==> src/sapm_pkg.sv <==
package sapm_pkg;

	// ****************************************************************
	// Widths
	// ****************************************************************
	localparam int ADDR_W = 8;
	localparam int DATA_W = 32;
	localparam int SAMPLE_W = 12;
	localparam int AVG_W = 3;

	// ****************************************************************
	// Register byte offsets
	// ****************************************************************
	localparam logic [7:0] OFS_STATUS_BYTE = 8'h00;
	localparam logic [7:0] OFS_STATUS_WORD = 8'h04;
	localparam logic [7:0] OFS_STATUS_INPUT = 8'h08;
	localparam logic [7:0] OFS_STATUS_OUTPUT_VOLTAGE_PIN = 8'h0c;
	localparam logic [7:0] OFS_STATUS_IOUT = 8'h10;
	localparam logic [7:0] OFS_STATUS_MFR = 8'h14;
	localparam logic [7:0] OFS_CLEAR = 8'h18;
	localparam logic [7:0] OFS_OPERATION = 8'h1c;
	localparam logic [7:0] OFS_PIN_ONE = 8'h20;
	localparam logic [7:0] OFS_PIN_TWO = 8'h24;
	localparam logic [7:0] OFS_MON_SETUP = 8'h28;
	localparam logic [7:0] OFS_MON_START = 8'h2c;
	localparam logic [7:0] OFS_PEAK_CUR = 8'h30;
	localparam logic [7:0] OFS_PEAK_INPUT_VOLTAGE_CMD = 8'h34;
	localparam logic [7:0] OFS_PEAK_OUTPUT_VOLTAGE_CMD = 8'h38;
	localparam logic [7:0] OFS_READ_CUR = 8'h3c;
	localparam logic [7:0] OFS_READ_VOLT = 8'h40;
	localparam logic [7:0] OFS_VIN_OV = 8'h44;
	localparam logic [7:0] OFS_VIN_UV = 8'h48;
	localparam logic [7:0] OFS_OUTPUT_VOLTAGE_PIN_OV = 8'h4c;
	localparam logic [7:0] OFS_OUTPUT_VOLTAGE_PIN_UV = 8'h50;
	localparam logic [7:0] OFS_IOUT_OC = 8'h54;

	// ****************************************************************
	// Latched status vector bit positions
	// ****************************************************************
	localparam int LT_VIN_OV_F = 0;
	localparam int LT_VIN_UV_F = 1;
	localparam int LT_IOUT_OC_F = 2;
	localparam int LT_VIN_OV_W = 3;
	localparam int LT_VIN_UV_W = 4;
	localparam int LT_OUTPUT_VOLTAGE_PIN_OV_W = 5;
	localparam int LT_OUTPUT_VOLTAGE_PIN_UV_W = 6;
	localparam int LT_IOUT_OC_W = 7;
	localparam int LT_N = 8;

	// ****************************************************************
	// Status register field positions
	// ****************************************************************
	localparam int SB_OFF = 6;
	localparam int SB_IOUT_OC = 4;
	localparam int SB_VIN_UV = 3;
	localparam int SB_OTHER = 0;
	localparam int SW_OUTPUT_VOLTAGE_PIN = 15;
	localparam int SW_IOUT = 14;
	localparam int SW_INPUT = 13;
	localparam int SW_MFR = 12;
	localparam int IN_OV_F = 7;
	localparam int IN_OV_W = 6;
	localparam int IN_UV_W = 5;
	localparam int IN_UV_F = 4;
	localparam int VO_OV_W = 6;
	localparam int VO_UV_W = 5;
	localparam int IO_OC_F = 7;
	localparam int IO_OC_W = 5;

	// ****************************************************************
	// Pin setup and monitor setup layouts
	// ****************************************************************
	localparam int PIN_MASK_LSB = 0;
	localparam int PIN_MODE_LSB = 8;
	localparam int PIN_LEVEL = 10;
	localparam logic [1:0] PIN_MODE_ALERT = 2'h0;
	localparam logic [1:0] PIN_MODE_SOFT = 2'h1;
	localparam logic [1:0] PIN_MODE_CONVERT = 2'h2;
	localparam int MS_CONT = 0;
	localparam int MS_OUTPUT_VOLTAGE_PIN = 1;
	localparam int MS_RANGE = 2;
	localparam int MS_IAVG_LSB = 3;
	localparam int MS_VAVG_LSB = 6;
	localparam int MS_W = 9;

	// ****************************************************************
	// Reset values
	// ****************************************************************
	localparam logic RST_OP_ON = 1'b1;
	localparam logic [10:0] RST_PIN_SETUP = 11'h000;
	localparam logic [MS_W-1:0] RST_MON_SETUP = 9'h000;
	localparam logic [SAMPLE_W-1:0] LIMIT_MAX = 12'hfff;
	localparam logic [SAMPLE_W-1:0] LIMIT_MIN = 12'h000;

	typedef enum logic {MON_IDLE, MON_BUSY} sapm_mon_e;

endpackage

==> src/sapm_peak_mem.sv <==
`timescale 1ns/10ps
// ****************************************************************
// Peak store: current, input voltage, output voltage
// ****************************************************************
module sapm_peak_mem
	import sapm_pkg::*;
(
	input wire logic clk,
	input wire logic rst,
	input wire logic ce,
	input wire logic [2:0] updEn,
	input wire logic [3*SAMPLE_W-1:0] updVal,
	input wire logic clrEn,
	input wire logic [1:0] clrIdx,
	input wire logic [1:0] rdIdx,
	output logic [SAMPLE_W-1:0] rdData
);
	// One word per peak, index order current, input, output
	logic [SAMPLE_W-1:0] peak [3];

	// Host clear beats a sample update in the same cycle
	always_ff @(posedge clk or posedge rst) begin
		if (rst) begin
			for (int i = 0; i < 3; i++) begin
				peak[i] <= '0;
			end
		end else if (ce) begin
			for (int i = 0; i < 3; i++) begin
				if (clrEn && clrIdx == 2'(i)) begin
					peak[i] <= '0;
				end else if (updEn[i] && updVal[i*SAMPLE_W +: SAMPLE_W] > peak[i]) begin
					peak[i] <= updVal[i*SAMPLE_W +: SAMPLE_W];
				end
			end
		end
	end

	// Registered read; unused index reads zero
	always_ff @(posedge clk or posedge rst) begin
		if (rst) begin
			rdData <= '0;
		end else if (ce) begin
			rdData <= (rdIdx == 2'h3) ? '0 : peak[rdIdx];
		end
	end
endmodule

==> src/sapm_monitor_ctrl.sv <==
// The register offsets and the APB interface to the registers were decided locally.
`timescale 1ns/10ps
module sapm_monitor_ctrl
	import sapm_pkg::*;
(
	input wire logic clk,
	input wire logic rst,
	input wire logic ce,
	input wire logic psel,
	input wire logic penable,
	input wire logic pwrite,
	input wire logic [ADDR_W-1:0] paddr,
	input wire logic [DATA_W-1:0] pwdata,
	output logic pready,
	output logic [DATA_W-1:0] prdata,
	output logic pslverr,
	input wire logic overvoltageInput,
	input wire logic undervoltageInput,
	input wire logic ocTimeoutInput,
	output logic gateOff,
	input wire logic pinOneIn,
	output logic pinOneOut,
	output logic pinOneOe,
	output logic pinTwoOut,
	output logic pinTwoOe,
	output logic adcStart,
	input wire logic adcDone,
	input wire logic [SAMPLE_W-1:0] adcCurrent,
	input wire logic [SAMPLE_W-1:0] adcVoltage,
	output logic monContinuous,
	output logic monVoutSel,
	output logic monRange,
	output logic [AVG_W-1:0] monCurrentAvg,
	output logic [AVG_W-1:0] monVoltageAvg
);
	// ****************************************************************
	// Helpers
	// ****************************************************************
	// Strict comparisons: equality never warns
	function automatic logic above(input logic [SAMPLE_W-1:0] v, input logic [SAMPLE_W-1:0] lim);
		above = v > lim;
	endfunction

	function automatic logic below(input logic [SAMPLE_W-1:0] v, input logic [SAMPLE_W-1:0] lim);
		below = v < lim;
	endfunction

	// ****************************************************************
	// Declarations
	// ****************************************************************
	logic [3:0] syncA; // First stage, read only by syncB
	logic [3:0] syncB; // Clean copies: ov, uv, oc, pin one
	logic convPrev; // Previous pin one level
	logic convEdge; // Rising edge in convert mode
	logic setup; // APB setup phase
	logic access; // APB access phase
	logic wrEn; // Write takes effect
	logic opOn; // Operation on-bit
	logic opOnPrev; // For low-to-high detection
	logic clearPulse; // Clear latched status
	logic [LT_N-1:0] statusLatch; // Sticky fault and warning bits
	logic [LT_N-1:0] condNow; // Present conditions
	logic [4:0] warnCond; // Warning conditions from last samples
	logic [10:0] pinOneSetup; // Mask, mode, level
	logic [10:0] pinTwoSetup;
	logic [MS_W-1:0] monSetup; // Monitor configuration
	logic [SAMPLE_W-1:0] limVinOv, limVinUv, limVoutOv, limVoutUv, limIoutOc;
	logic [SAMPLE_W-1:0] lastCurrent; // Last averaged current
	logic [SAMPLE_W-1:0] lastVoltage; // Last averaged voltage
	sapm_mon_e monState;
	logic runBit; // Continuous run requested
	logic swStart; // Software start
	logic sampleDone; // Completed measurement
	logic [7:0] summaryByte;
	logic [15:0] summaryWord;
	logic [7:0] statInput, statVout, statIout, statMfr;
	logic [DATA_W-1:0] next_read;
	logic next_hit;
	logic next_peak;
	logic [DATA_W-1:0] rdReg;
	logic hitReg;
	logic peakReg;
	logic [SAMPLE_W-1:0] peakRd;
	logic [1:0] peakWrIdx;
	logic peakClr;
	logic [1:0] peakRdIdx;

	// ****************************************************************
	// Pin synchronisers
	// ****************************************************************
	// Two flops on every asynchronous input
	always_ff @(posedge clk or posedge rst) begin
		if (rst) begin
			syncA <= '0;
			syncB <= '0;
		end else if (ce) begin
			syncA <= {pinOneIn, ocTimeoutInput, undervoltageInput, overvoltageInput};
			syncB <= syncA;
		end
	end

	// Convert trigger edge, reads only the second stage
	always_ff @(posedge clk or posedge rst) begin
		if (rst) begin
			convPrev <= 1'b0;
		end else if (ce) begin
			convPrev <= syncB[3];
		end
	end
	assign convEdge = syncB[3] && !convPrev &&
		pinOneSetup[PIN_MODE_LSB +: 2] == PIN_MODE_CONVERT;

	// ****************************************************************
	// APB decode
	// ****************************************************************
	assign setup = psel && !penable;
	assign access = psel && penable;
	assign wrEn = access && pwrite;
	// Zero wait states: read data is captured during setup
	assign pready = access;
	assign pslverr = access && !hitReg;
	assign prdata = peakReg ? {{(DATA_W-SAMPLE_W){1'b0}}, peakRd} : rdReg;

	// ****************************************************************
	// Status composition
	// ****************************************************************
	// Faults from pins, warnings from sample compares
	assign condNow = {warnCond, syncB[2], syncB[1], syncB[0]};

	always_comb begin
		summaryByte = 8'h00;
		summaryByte[SB_OFF] = gateOff; // Live, never latched
		summaryByte[SB_IOUT_OC] = statusLatch[LT_IOUT_OC_F];
		summaryByte[SB_VIN_UV] = statusLatch[LT_VIN_UV_F];
		summaryByte[SB_OTHER] = statusLatch[LT_VIN_OV_F] | (|statusLatch[LT_N-1:LT_VIN_OV_W]);
		statInput = 8'h00;
		statInput[IN_OV_F] = statusLatch[LT_VIN_OV_F];
		statInput[IN_OV_W] = statusLatch[LT_VIN_OV_W];
		statInput[IN_UV_W] = statusLatch[LT_VIN_UV_W];
		statInput[IN_UV_F] = statusLatch[LT_VIN_UV_F];
		statVout = 8'h00;
		statVout[VO_OV_W] = statusLatch[LT_OUTPUT_VOLTAGE_PIN_OV_W];
		statVout[VO_UV_W] = statusLatch[LT_OUTPUT_VOLTAGE_PIN_UV_W];
		statIout = 8'h00;
		statIout[IO_OC_F] = statusLatch[LT_IOUT_OC_F];
		statIout[IO_OC_W] = statusLatch[LT_IOUT_OC_W];
		// Live pin levels and monitor activity
		statMfr = {4'h0, monState == MON_BUSY, syncB[2], syncB[1], syncB[0]};
		summaryWord = {8'h00, summaryByte};
		summaryWord[SW_OUTPUT_VOLTAGE_PIN] = |statVout;
		summaryWord[SW_IOUT] = |statIout;
		summaryWord[SW_INPUT] = |statInput;
		summaryWord[SW_MFR] = |statMfr;
	end

	// ****************************************************************
	// Read mux
	// ****************************************************************
	always_comb begin
		next_read = '0;
		next_hit = 1'b1;
		next_peak = 1'b0;
		peakRdIdx = 2'h3;
		unique case (paddr)
			OFS_STATUS_BYTE: next_read[7:0] = summaryByte;
			OFS_STATUS_WORD: next_read[15:0] = summaryWord;
			OFS_STATUS_INPUT: next_read[7:0] = statInput;
			OFS_STATUS_OUTPUT_VOLTAGE_PIN: next_read[7:0] = statVout;
			OFS_STATUS_IOUT: next_read[7:0] = statIout;
			OFS_STATUS_MFR: next_read[7:0] = statMfr;
			OFS_CLEAR: next_read = '0;
			OFS_OPERATION: next_read[0] = opOn;
			OFS_PIN_ONE: next_read[10:0] = pinOneSetup;
			OFS_PIN_TWO: next_read[10:0] = pinTwoSetup;
			OFS_MON_SETUP: next_read[MS_W-1:0] = monSetup;
			OFS_MON_START: next_read[0] = monState == MON_BUSY;
			OFS_PEAK_CUR: begin
				next_peak = 1'b1;
				peakRdIdx = 2'h0;
			end
			OFS_PEAK_INPUT_VOLTAGE_CMD: begin
				next_peak = 1'b1;
				peakRdIdx = 2'h1;
			end
			OFS_PEAK_OUTPUT_VOLTAGE_CMD: begin
				next_peak = 1'b1;
				peakRdIdx = 2'h2;
			end
			OFS_READ_CUR: next_read[SAMPLE_W-1:0] = lastCurrent;
			OFS_READ_VOLT: next_read[SAMPLE_W-1:0] = lastVoltage;
			OFS_VIN_OV: next_read[SAMPLE_W-1:0] = limVinOv;
			OFS_VIN_UV: next_read[SAMPLE_W-1:0] = limVinUv;
			OFS_OUTPUT_VOLTAGE_PIN_OV: next_read[SAMPLE_W-1:0] = limVoutOv;
			OFS_OUTPUT_VOLTAGE_PIN_UV: next_read[SAMPLE_W-1:0] = limVoutUv;
			OFS_IOUT_OC: next_read[SAMPLE_W-1:0] = limIoutOc;
			default: next_hit = 1'b0; // Unmapped answers with an error
		endcase
	end

	// Capture read data and decode flags in setup phase
	always_ff @(posedge clk or posedge rst) begin
		if (rst) begin
			rdReg <= '0;
			hitReg <= 1'b0;
			peakReg <= 1'b0;
		end else if (ce && setup) begin
			rdReg <= next_read;
			hitReg <= next_hit;
			peakReg <= next_peak;
		end
	end

	// ****************************************************************
	// Control registers
	// ****************************************************************
	// Setup words; pin two has no convert mode
	always_ff @(posedge clk or posedge rst) begin
		if (rst) begin
			opOn <= RST_OP_ON;
			pinOneSetup <= RST_PIN_SETUP;
			pinTwoSetup <= RST_PIN_SETUP;
			monSetup <= RST_MON_SETUP;
		end else if (ce && wrEn) begin
			if (paddr == OFS_OPERATION) begin
				opOn <= pwdata[0];
			end
			if (paddr == OFS_PIN_ONE) begin
				pinOneSetup <= pwdata[10:0];
			end
			if (paddr == OFS_PIN_TWO) begin
				pinTwoSetup <= pwdata[10:0];
			end
			// Host must stop the monitor first; not enforced here
			if (paddr == OFS_MON_SETUP) begin
				monSetup <= pwdata[MS_W-1:0];
			end
		end
	end

	// Over limits start at full scale, under limits at zero, so nothing warns
	always_ff @(posedge clk or posedge rst) begin
		if (rst) begin
			limVinOv <= LIMIT_MAX;
			limVinUv <= LIMIT_MIN;
			limVoutOv <= LIMIT_MAX;
			limVoutUv <= LIMIT_MIN;
			limIoutOc <= LIMIT_MAX;
		end else if (ce && wrEn) begin
			if (paddr == OFS_VIN_OV) limVinOv <= pwdata[SAMPLE_W-1:0];
			if (paddr == OFS_VIN_UV) limVinUv <= pwdata[SAMPLE_W-1:0];
			if (paddr == OFS_OUTPUT_VOLTAGE_PIN_OV) limVoutOv <= pwdata[SAMPLE_W-1:0];
			if (paddr == OFS_OUTPUT_VOLTAGE_PIN_UV) limVoutUv <= pwdata[SAMPLE_W-1:0];
			if (paddr == OFS_IOUT_OC) limIoutOc <= pwdata[SAMPLE_W-1:0];
		end
	end

	assign monContinuous = monSetup[MS_CONT];
	assign monVoutSel = monSetup[MS_OUTPUT_VOLTAGE_PIN];
	assign monRange = monSetup[MS_RANGE];
	assign monCurrentAvg = monSetup[MS_IAVG_LSB +: AVG_W];
	assign monVoltageAvg = monSetup[MS_VAVG_LSB +: AVG_W];

	// ****************************************************************
	// Latched status and clearing
	// ****************************************************************
	always_ff @(posedge clk or posedge rst) begin
		if (rst) begin
			opOnPrev <= RST_OP_ON;
		end else if (ce) begin
			opOnPrev <= opOn;
		end
	end
	// Clear command, or on-bit taken low then high again
	assign clearPulse = (wrEn && paddr == OFS_CLEAR) || (opOn && !opOnPrev);

	// Set wins over clear: active conditions return at once
	always_ff @(posedge clk or posedge rst) begin
		if (rst) begin
			statusLatch <= '0;
		end else if (ce) begin
			statusLatch <= condNow | (statusLatch & ~{LT_N{clearPulse}});
		end
	end

	// Gate drive off on any fault or when operation says off
	always_ff @(posedge clk or posedge rst) begin
		if (rst) begin
			gateOff <= 1'b0;
		end else if (ce) begin
			gateOff <= !opOn || (|condNow[LT_IOUT_OC_F:LT_VIN_OV_F]);
		end
	end

	// ****************************************************************
	// Multipurpose pins
	// ****************************************************************
	// Alert pulls low while a masked latched bit stands
	always_ff @(posedge clk or posedge rst) begin
		if (rst) begin
			pinOneOut <= 1'b0;
			pinOneOe <= 1'b0;
			pinTwoOut <= 1'b0;
			pinTwoOe <= 1'b0;
		end else if (ce) begin
			unique case (pinOneSetup[PIN_MODE_LSB +: 2])
				PIN_MODE_SOFT: begin
					pinOneOut <= pinOneSetup[PIN_LEVEL];
					pinOneOe <= 1'b1;
				end
				PIN_MODE_CONVERT: begin
					pinOneOut <= 1'b0;
					pinOneOe <= 1'b0;
				end
				default: begin
					pinOneOut <= 1'b0;
					pinOneOe <= |(statusLatch & pinOneSetup[PIN_MASK_LSB +: LT_N]);
				end
			endcase
			if (pinTwoSetup[PIN_MODE_LSB +: 2] == PIN_MODE_SOFT) begin
				pinTwoOut <= pinTwoSetup[PIN_LEVEL];
				pinTwoOe <= 1'b1;
			end else begin
				pinTwoOut <= 1'b0;
				pinTwoOe <= |(statusLatch & pinTwoSetup[PIN_MASK_LSB +: LT_N]);
			end
		end
	end

	// ****************************************************************
	// Monitor sequencing
	// ****************************************************************
	assign swStart = wrEn && paddr == OFS_MON_START && pwdata[0];
	assign sampleDone = monState == MON_BUSY && adcDone;

	// Continuous runs repeat until stopped; pin triggers once
	always_ff @(posedge clk or posedge rst) begin
		if (rst) begin
			monState <= MON_IDLE;
			adcStart <= 1'b0;
			runBit <= 1'b0;
		end else if (ce) begin
			adcStart <= 1'b0;
			if (wrEn && paddr == OFS_MON_START && !pwdata[0]) begin
				runBit <= 1'b0; // Stop after present cycle
			end
			unique case (monState)
				MON_IDLE: begin
					if (swStart || convEdge) begin
						adcStart <= 1'b1;
						runBit <= swStart && monContinuous;
						monState <= MON_BUSY;
					end
				end
				MON_BUSY: begin
					if (adcDone) begin
						if (runBit && monContinuous) begin
							adcStart <= 1'b1;
						end else begin
							runBit <= 1'b0;
							monState <= MON_IDLE;
						end
					end
				end
			endcase
		end
	end

	// Samples and warning compares on each finished measurement
	always_ff @(posedge clk or posedge rst) begin
		if (rst) begin
			lastCurrent <= '0;
			lastVoltage <= '0;
			warnCond <= '0;
		end else if (ce && sampleDone) begin
			lastCurrent <= adcCurrent;
			lastVoltage <= adcVoltage;
			warnCond[LT_IOUT_OC_W-LT_VIN_OV_W] <= above(adcCurrent, limIoutOc);
			if (monVoutSel) begin
				warnCond[LT_OUTPUT_VOLTAGE_PIN_OV_W-LT_VIN_OV_W] <= above(adcVoltage, limVoutOv);
				warnCond[LT_OUTPUT_VOLTAGE_PIN_UV_W-LT_VIN_OV_W] <= below(adcVoltage, limVoutUv);
			end else begin
				warnCond[0] <= above(adcVoltage, limVinOv);
				warnCond[LT_VIN_UV_W-LT_VIN_OV_W] <= below(adcVoltage, limVinUv);
			end
		end
	end

	// ****************************************************************
	// Peak store
	// ****************************************************************
	assign peakClr = wrEn && pwdata == '0 &&
		(paddr == OFS_PEAK_CUR || paddr == OFS_PEAK_INPUT_VOLTAGE_CMD || paddr == OFS_PEAK_OUTPUT_VOLTAGE_CMD);
	assign peakWrIdx = 2'(paddr[3:2] - 2'h0);

	sapm_peak_mem u_peak (
		.clk(clk),
		.rst(rst),
		.ce(ce),
		.updEn({sampleDone && monVoutSel, sampleDone && !monVoutSel, sampleDone}),
		.updVal({adcVoltage, adcVoltage, adcCurrent}),
		.clrEn(peakClr),
		.clrIdx(peakWrIdx),
		.rdIdx(peakRdIdx),
		.rdData(peakRd)
	);
endmodule

==> config.mk <==
export PLATFORM = sky130hd
export DESIGN_NAME = sapm_monitor_ctrl
export DESIGN_NICKNAME = d
export VERILOG_FILES = /design/src/sapm_pkg.sv /design/src/sapm_peak_mem.sv /design/src/sapm_monitor_ctrl.sv
export SDC_FILE = /design/constraint.sdc
export NUM_CORES = 1
export LEC_CHECK = 0
export BUFFER_PORTS_ARGS = -buffer_cell sky130_fd_sc_hd__buf_4
export CORE_MARGIN = 3
export CORE_UTILIZATION = 60
export CTS_CLUSTER_DIAMETER = 200
export DETAILED_ROUTE_END_ITERATION = 7
export HOLD_SLACK_MARGIN = 0.15
export PLACE_DENSITY_LB_ADDON = 0.05
export REMOVE_ABC_BUFFERS = 1
export SYNTH_ARGS = -nofsm -noshare
export SYNTH_HDL_FRONTEND = slang
export SYNTH_SLANG_ARGS = --single-unit
==> constraint.sdc <==
create_clock -name clk -period 22 [get_ports clk]
set_input_delay 4.4 -clock clk [delete_from_list [all_inputs] [get_ports clk]]
set_output_delay 4.4 -clock clk [all_outputs]
set_load 0.05 [all_outputs]
==> flow_summary.json <==
{
  "status": "finished, final reports clean",
  "vias_per_cell": 6.51,
  "hold_class": "reg -> reg",
  "hold_violations": 0,
  "fin_crit_sh": 0.426,
  "ys_types": 78,
  "totalNegativeSetupSlack_ns": 0,
  "synth_top_family_by_area": "compound AO/OA/AOI/OAI gates",
  "grt_pass1_vias": 10800,
  "cp-endpoint": "pslverr",
  "wirelength_um": 42700,
  "synth_mux_area_frac": 0.115,
  "dp_hpwl_um": 30900,
  "drtIter0Drc": 1385,
  "synthAdderAreaFrac": 0.0919,
  "min_period_ns": 9.38,
  "dieArea_sq_um": 23600,
  "cts_tree": "done",
  "endpoint_kind": "output pin",
  "post_drt_wl_per_cell_um": 24.8,
  "post_dp_cell_area_sq_um": 13900,
  "cts.clk_slew.worst_paths_ns": 0.06,
  "fin_hold_ws_ns": 0.477,
  "rr_endpoint": "u_peak.peak[8]",
  "crit_required_ns": 17.60,
  "rsz0062_at_grt": "no",
  "layout.cells.non_filler": 1718,
  "clock.fmax_mhz": 107,
  "setup_violations": 0,
  "report.final.slew_viol_count": 0,
  "worst-setup-path-type": "in -> out",
  "vias": 11200,
  "cts_buffer_depth": 3,
  "final_core_util": 0.697,
  "mostFrequentLayoutCell": "nand2_1",
  "cts_inserted_buffers": 24,
  "largest_registers": "u_peak.peak x36, rdReg x16",
  "cts.sinks": 213,
  "design_area_sq_um": 14800,
  "clockPowerShare": 0.440,
  "rrSetupSlack_ns": 19.56,
  "switching_share": 0.269,
  "synth_edf_count": 0,
  "ant_nets": 0,
  "h-tree-depth": 1,
  "synth_warnings": 0,
  "row_count": 53,
  "synth-compound-area-share": 0.159,
  "syn_area_per_cell_sq_um": 9.69,
  "drc": 0,
  "start_util": 0.616,
  "slew_headroom": 0.233,
  "yosys.area_share.simple": 0.151,
  "globalRouteTotalUtil": 0.358,
  "yosysSeqAreaShare": 0.411,
  "powerDensity_nw_per_um2": 69.5,
  "drv_cap": 0,
  "layout_common_cells": "192 x nand2_1, 175 x dfrtp_1, 125 x buf_4, 111 x inv_1, 96 x ha_1",
  "crit_arrival_ns": 4.98,
  "power_frac_comb": 0.132,
  "gp_congestion": 1.02,
  "antenna_found_initial": 1,
  "grt_max_degree": 140,
  "tightest_slew_ns": 1.15,
  "nets": 1595,
  "skew_ns": 0.0117,
  "postCtsHoldBufs": 0,
  "r2r-start": "u_peak.peak[10]",
  "cts_setup_buffers": 0,
  "synthArstFlopShare": 1.00,
  "p_int_uw": 751,
  "numPortBuffers": 107,
  "netlist_area_sq_um": 13100,
  "dp.cells": 1673,
  "cts-resized-gates": 0,
  "crit_fanout": 5,
  "hold_depth": 2,
  "p_switching_uw": 277,
  "synth_cells": 1349,
  "clk_latency_ns": 0.52,
  "synth-xor-area-share": 0,
  "synth_ff_type": "dfrtp_1",
  "die_x_um": 154,
  "startpoint_type": "input port",
  "cts-root-buf": "clkbuf_16",
  "grt-ovfl-total": 0,
  "first_pass_iters": 7,
  "largest-register": "u_peak.peak",
  "crit_start": "psel",
  "core_area_sq_um": 21200,
  "sequentialPowerShare": 0.428,
  "ys_seq_elements": 213,
  "chipHeight_um": 154,
  "io_pins": 124,
  "irDropWorstVdd_mv": 0.0479,
  "rr_worst_depth": 7,
  "synthToLayoutAreaGrowth_pct": 13.2,
  "p_leak_uw": 0.00722,
  "drive_gt1_frac": 0.218,
  "largest_register_ffs": 36,
  "grt_pass1_wl_um": 65500
}
==> logic make-up (layout without fill, tap and decap cells) <==
logic type	after synthesis	after routing
muxes	140	140
buffers and inverters	203	281
other	1	17
DFF	213	213
AOI/OAI and AO/OA	315	315
and+or+nand+nor	381	381
adders and majority gates	96	96
==> power by group through the flow <==
stage	Sequential, uW	Combinational, uW	Clock (uW)
after floorplan	435	78.4	0
after global placement	445	130	0
after detailed placement	445	134	0
after CTS	438	135	455
after global routing	441	150	469
final	440	136	453
==> metal layers <==
| layer | global-route usage | vias up | wire [um] |
|---|---|---|---|
| li1 | - | 4956 | - |
| met1 | 0.528 | 5456 | 17900 |
| met2 | 0.521 | 663 | 18400 |
| met3 | 0.0833 | 113 | 4670 |
| met4 | 0.126 | 2 | 1710 |
| met5 | 0 | - | 10 |
==> Yosys cell counts (13+ instances only) <==
library cell	n	share of area
nand2_1	192	0.055
mux2i_1	55	0.042
a22o_1	13	0.0087
a21o_1	18	0.010
a21oi_1	59	0.023
buf_4	24	0.014
o2bb2ai_1	14	0.0094
clkbuf_1	20	0.0057
o21ai_1	15	0.0057
dfrtp_1	175	0.33
nand4_1	22	0.011
nor2_1	46	0.013
buf_2	33	0.013
a22oi_1	24	0.014
o21ai_0	88	0.034
mux2_2	85	0.073
dfstp_2	38	0.076
ha_1	96	0.092
inv_1	112	0.032
nor2b_1	14	0.0067
nand3_1	21	0.0080
==> metrics by stage <==
stage               worst slack, ns  total power (uW)
floorplan                     11.84               513
global placement              12.62               575
detailed placement            12.62               579
CTS                           12.62              1030
global route                  12.59              1060
finish                        12.62              1030
==> area by class of cell <==
class                           instances  area [sq um]
Multi-Input combinational cell        948          6830
Clock inverter                         11           209
Antenna cell                            1          2.50
Timing Repair Buffer                  125           938
Sequential cell                       213          5380
Tap cell                              275           344
Inverter                              112           428
Clock buffer                           33           676
Fill cell                            1684          6420
==> worst max-delay path, stage by stage <==
cell and delay, ns:
buf_4 0.12, and2_1 0.16, nor2b_1 0.12, buf_4 0.18
==> worst min path at each step <==
stage | end | start | slack (ns)
3_3_place_gp | rdReg[12] | rdReg[12] | 0.46
3_5_place_dp | u_peak.rdData[0] | u_peak.rdData[0] | 0.47
2_1_floorplan | rdReg[12] | rdReg[12] | 0.44
4_1_cts | rdReg[14] | rdReg[14] | 0.48
6_report | rdReg[12] | rdReg[12] | 0.48
5_1_grt | rdReg[14] | rdReg[14] | 0.50
Power figures use the tool's default switching activity.
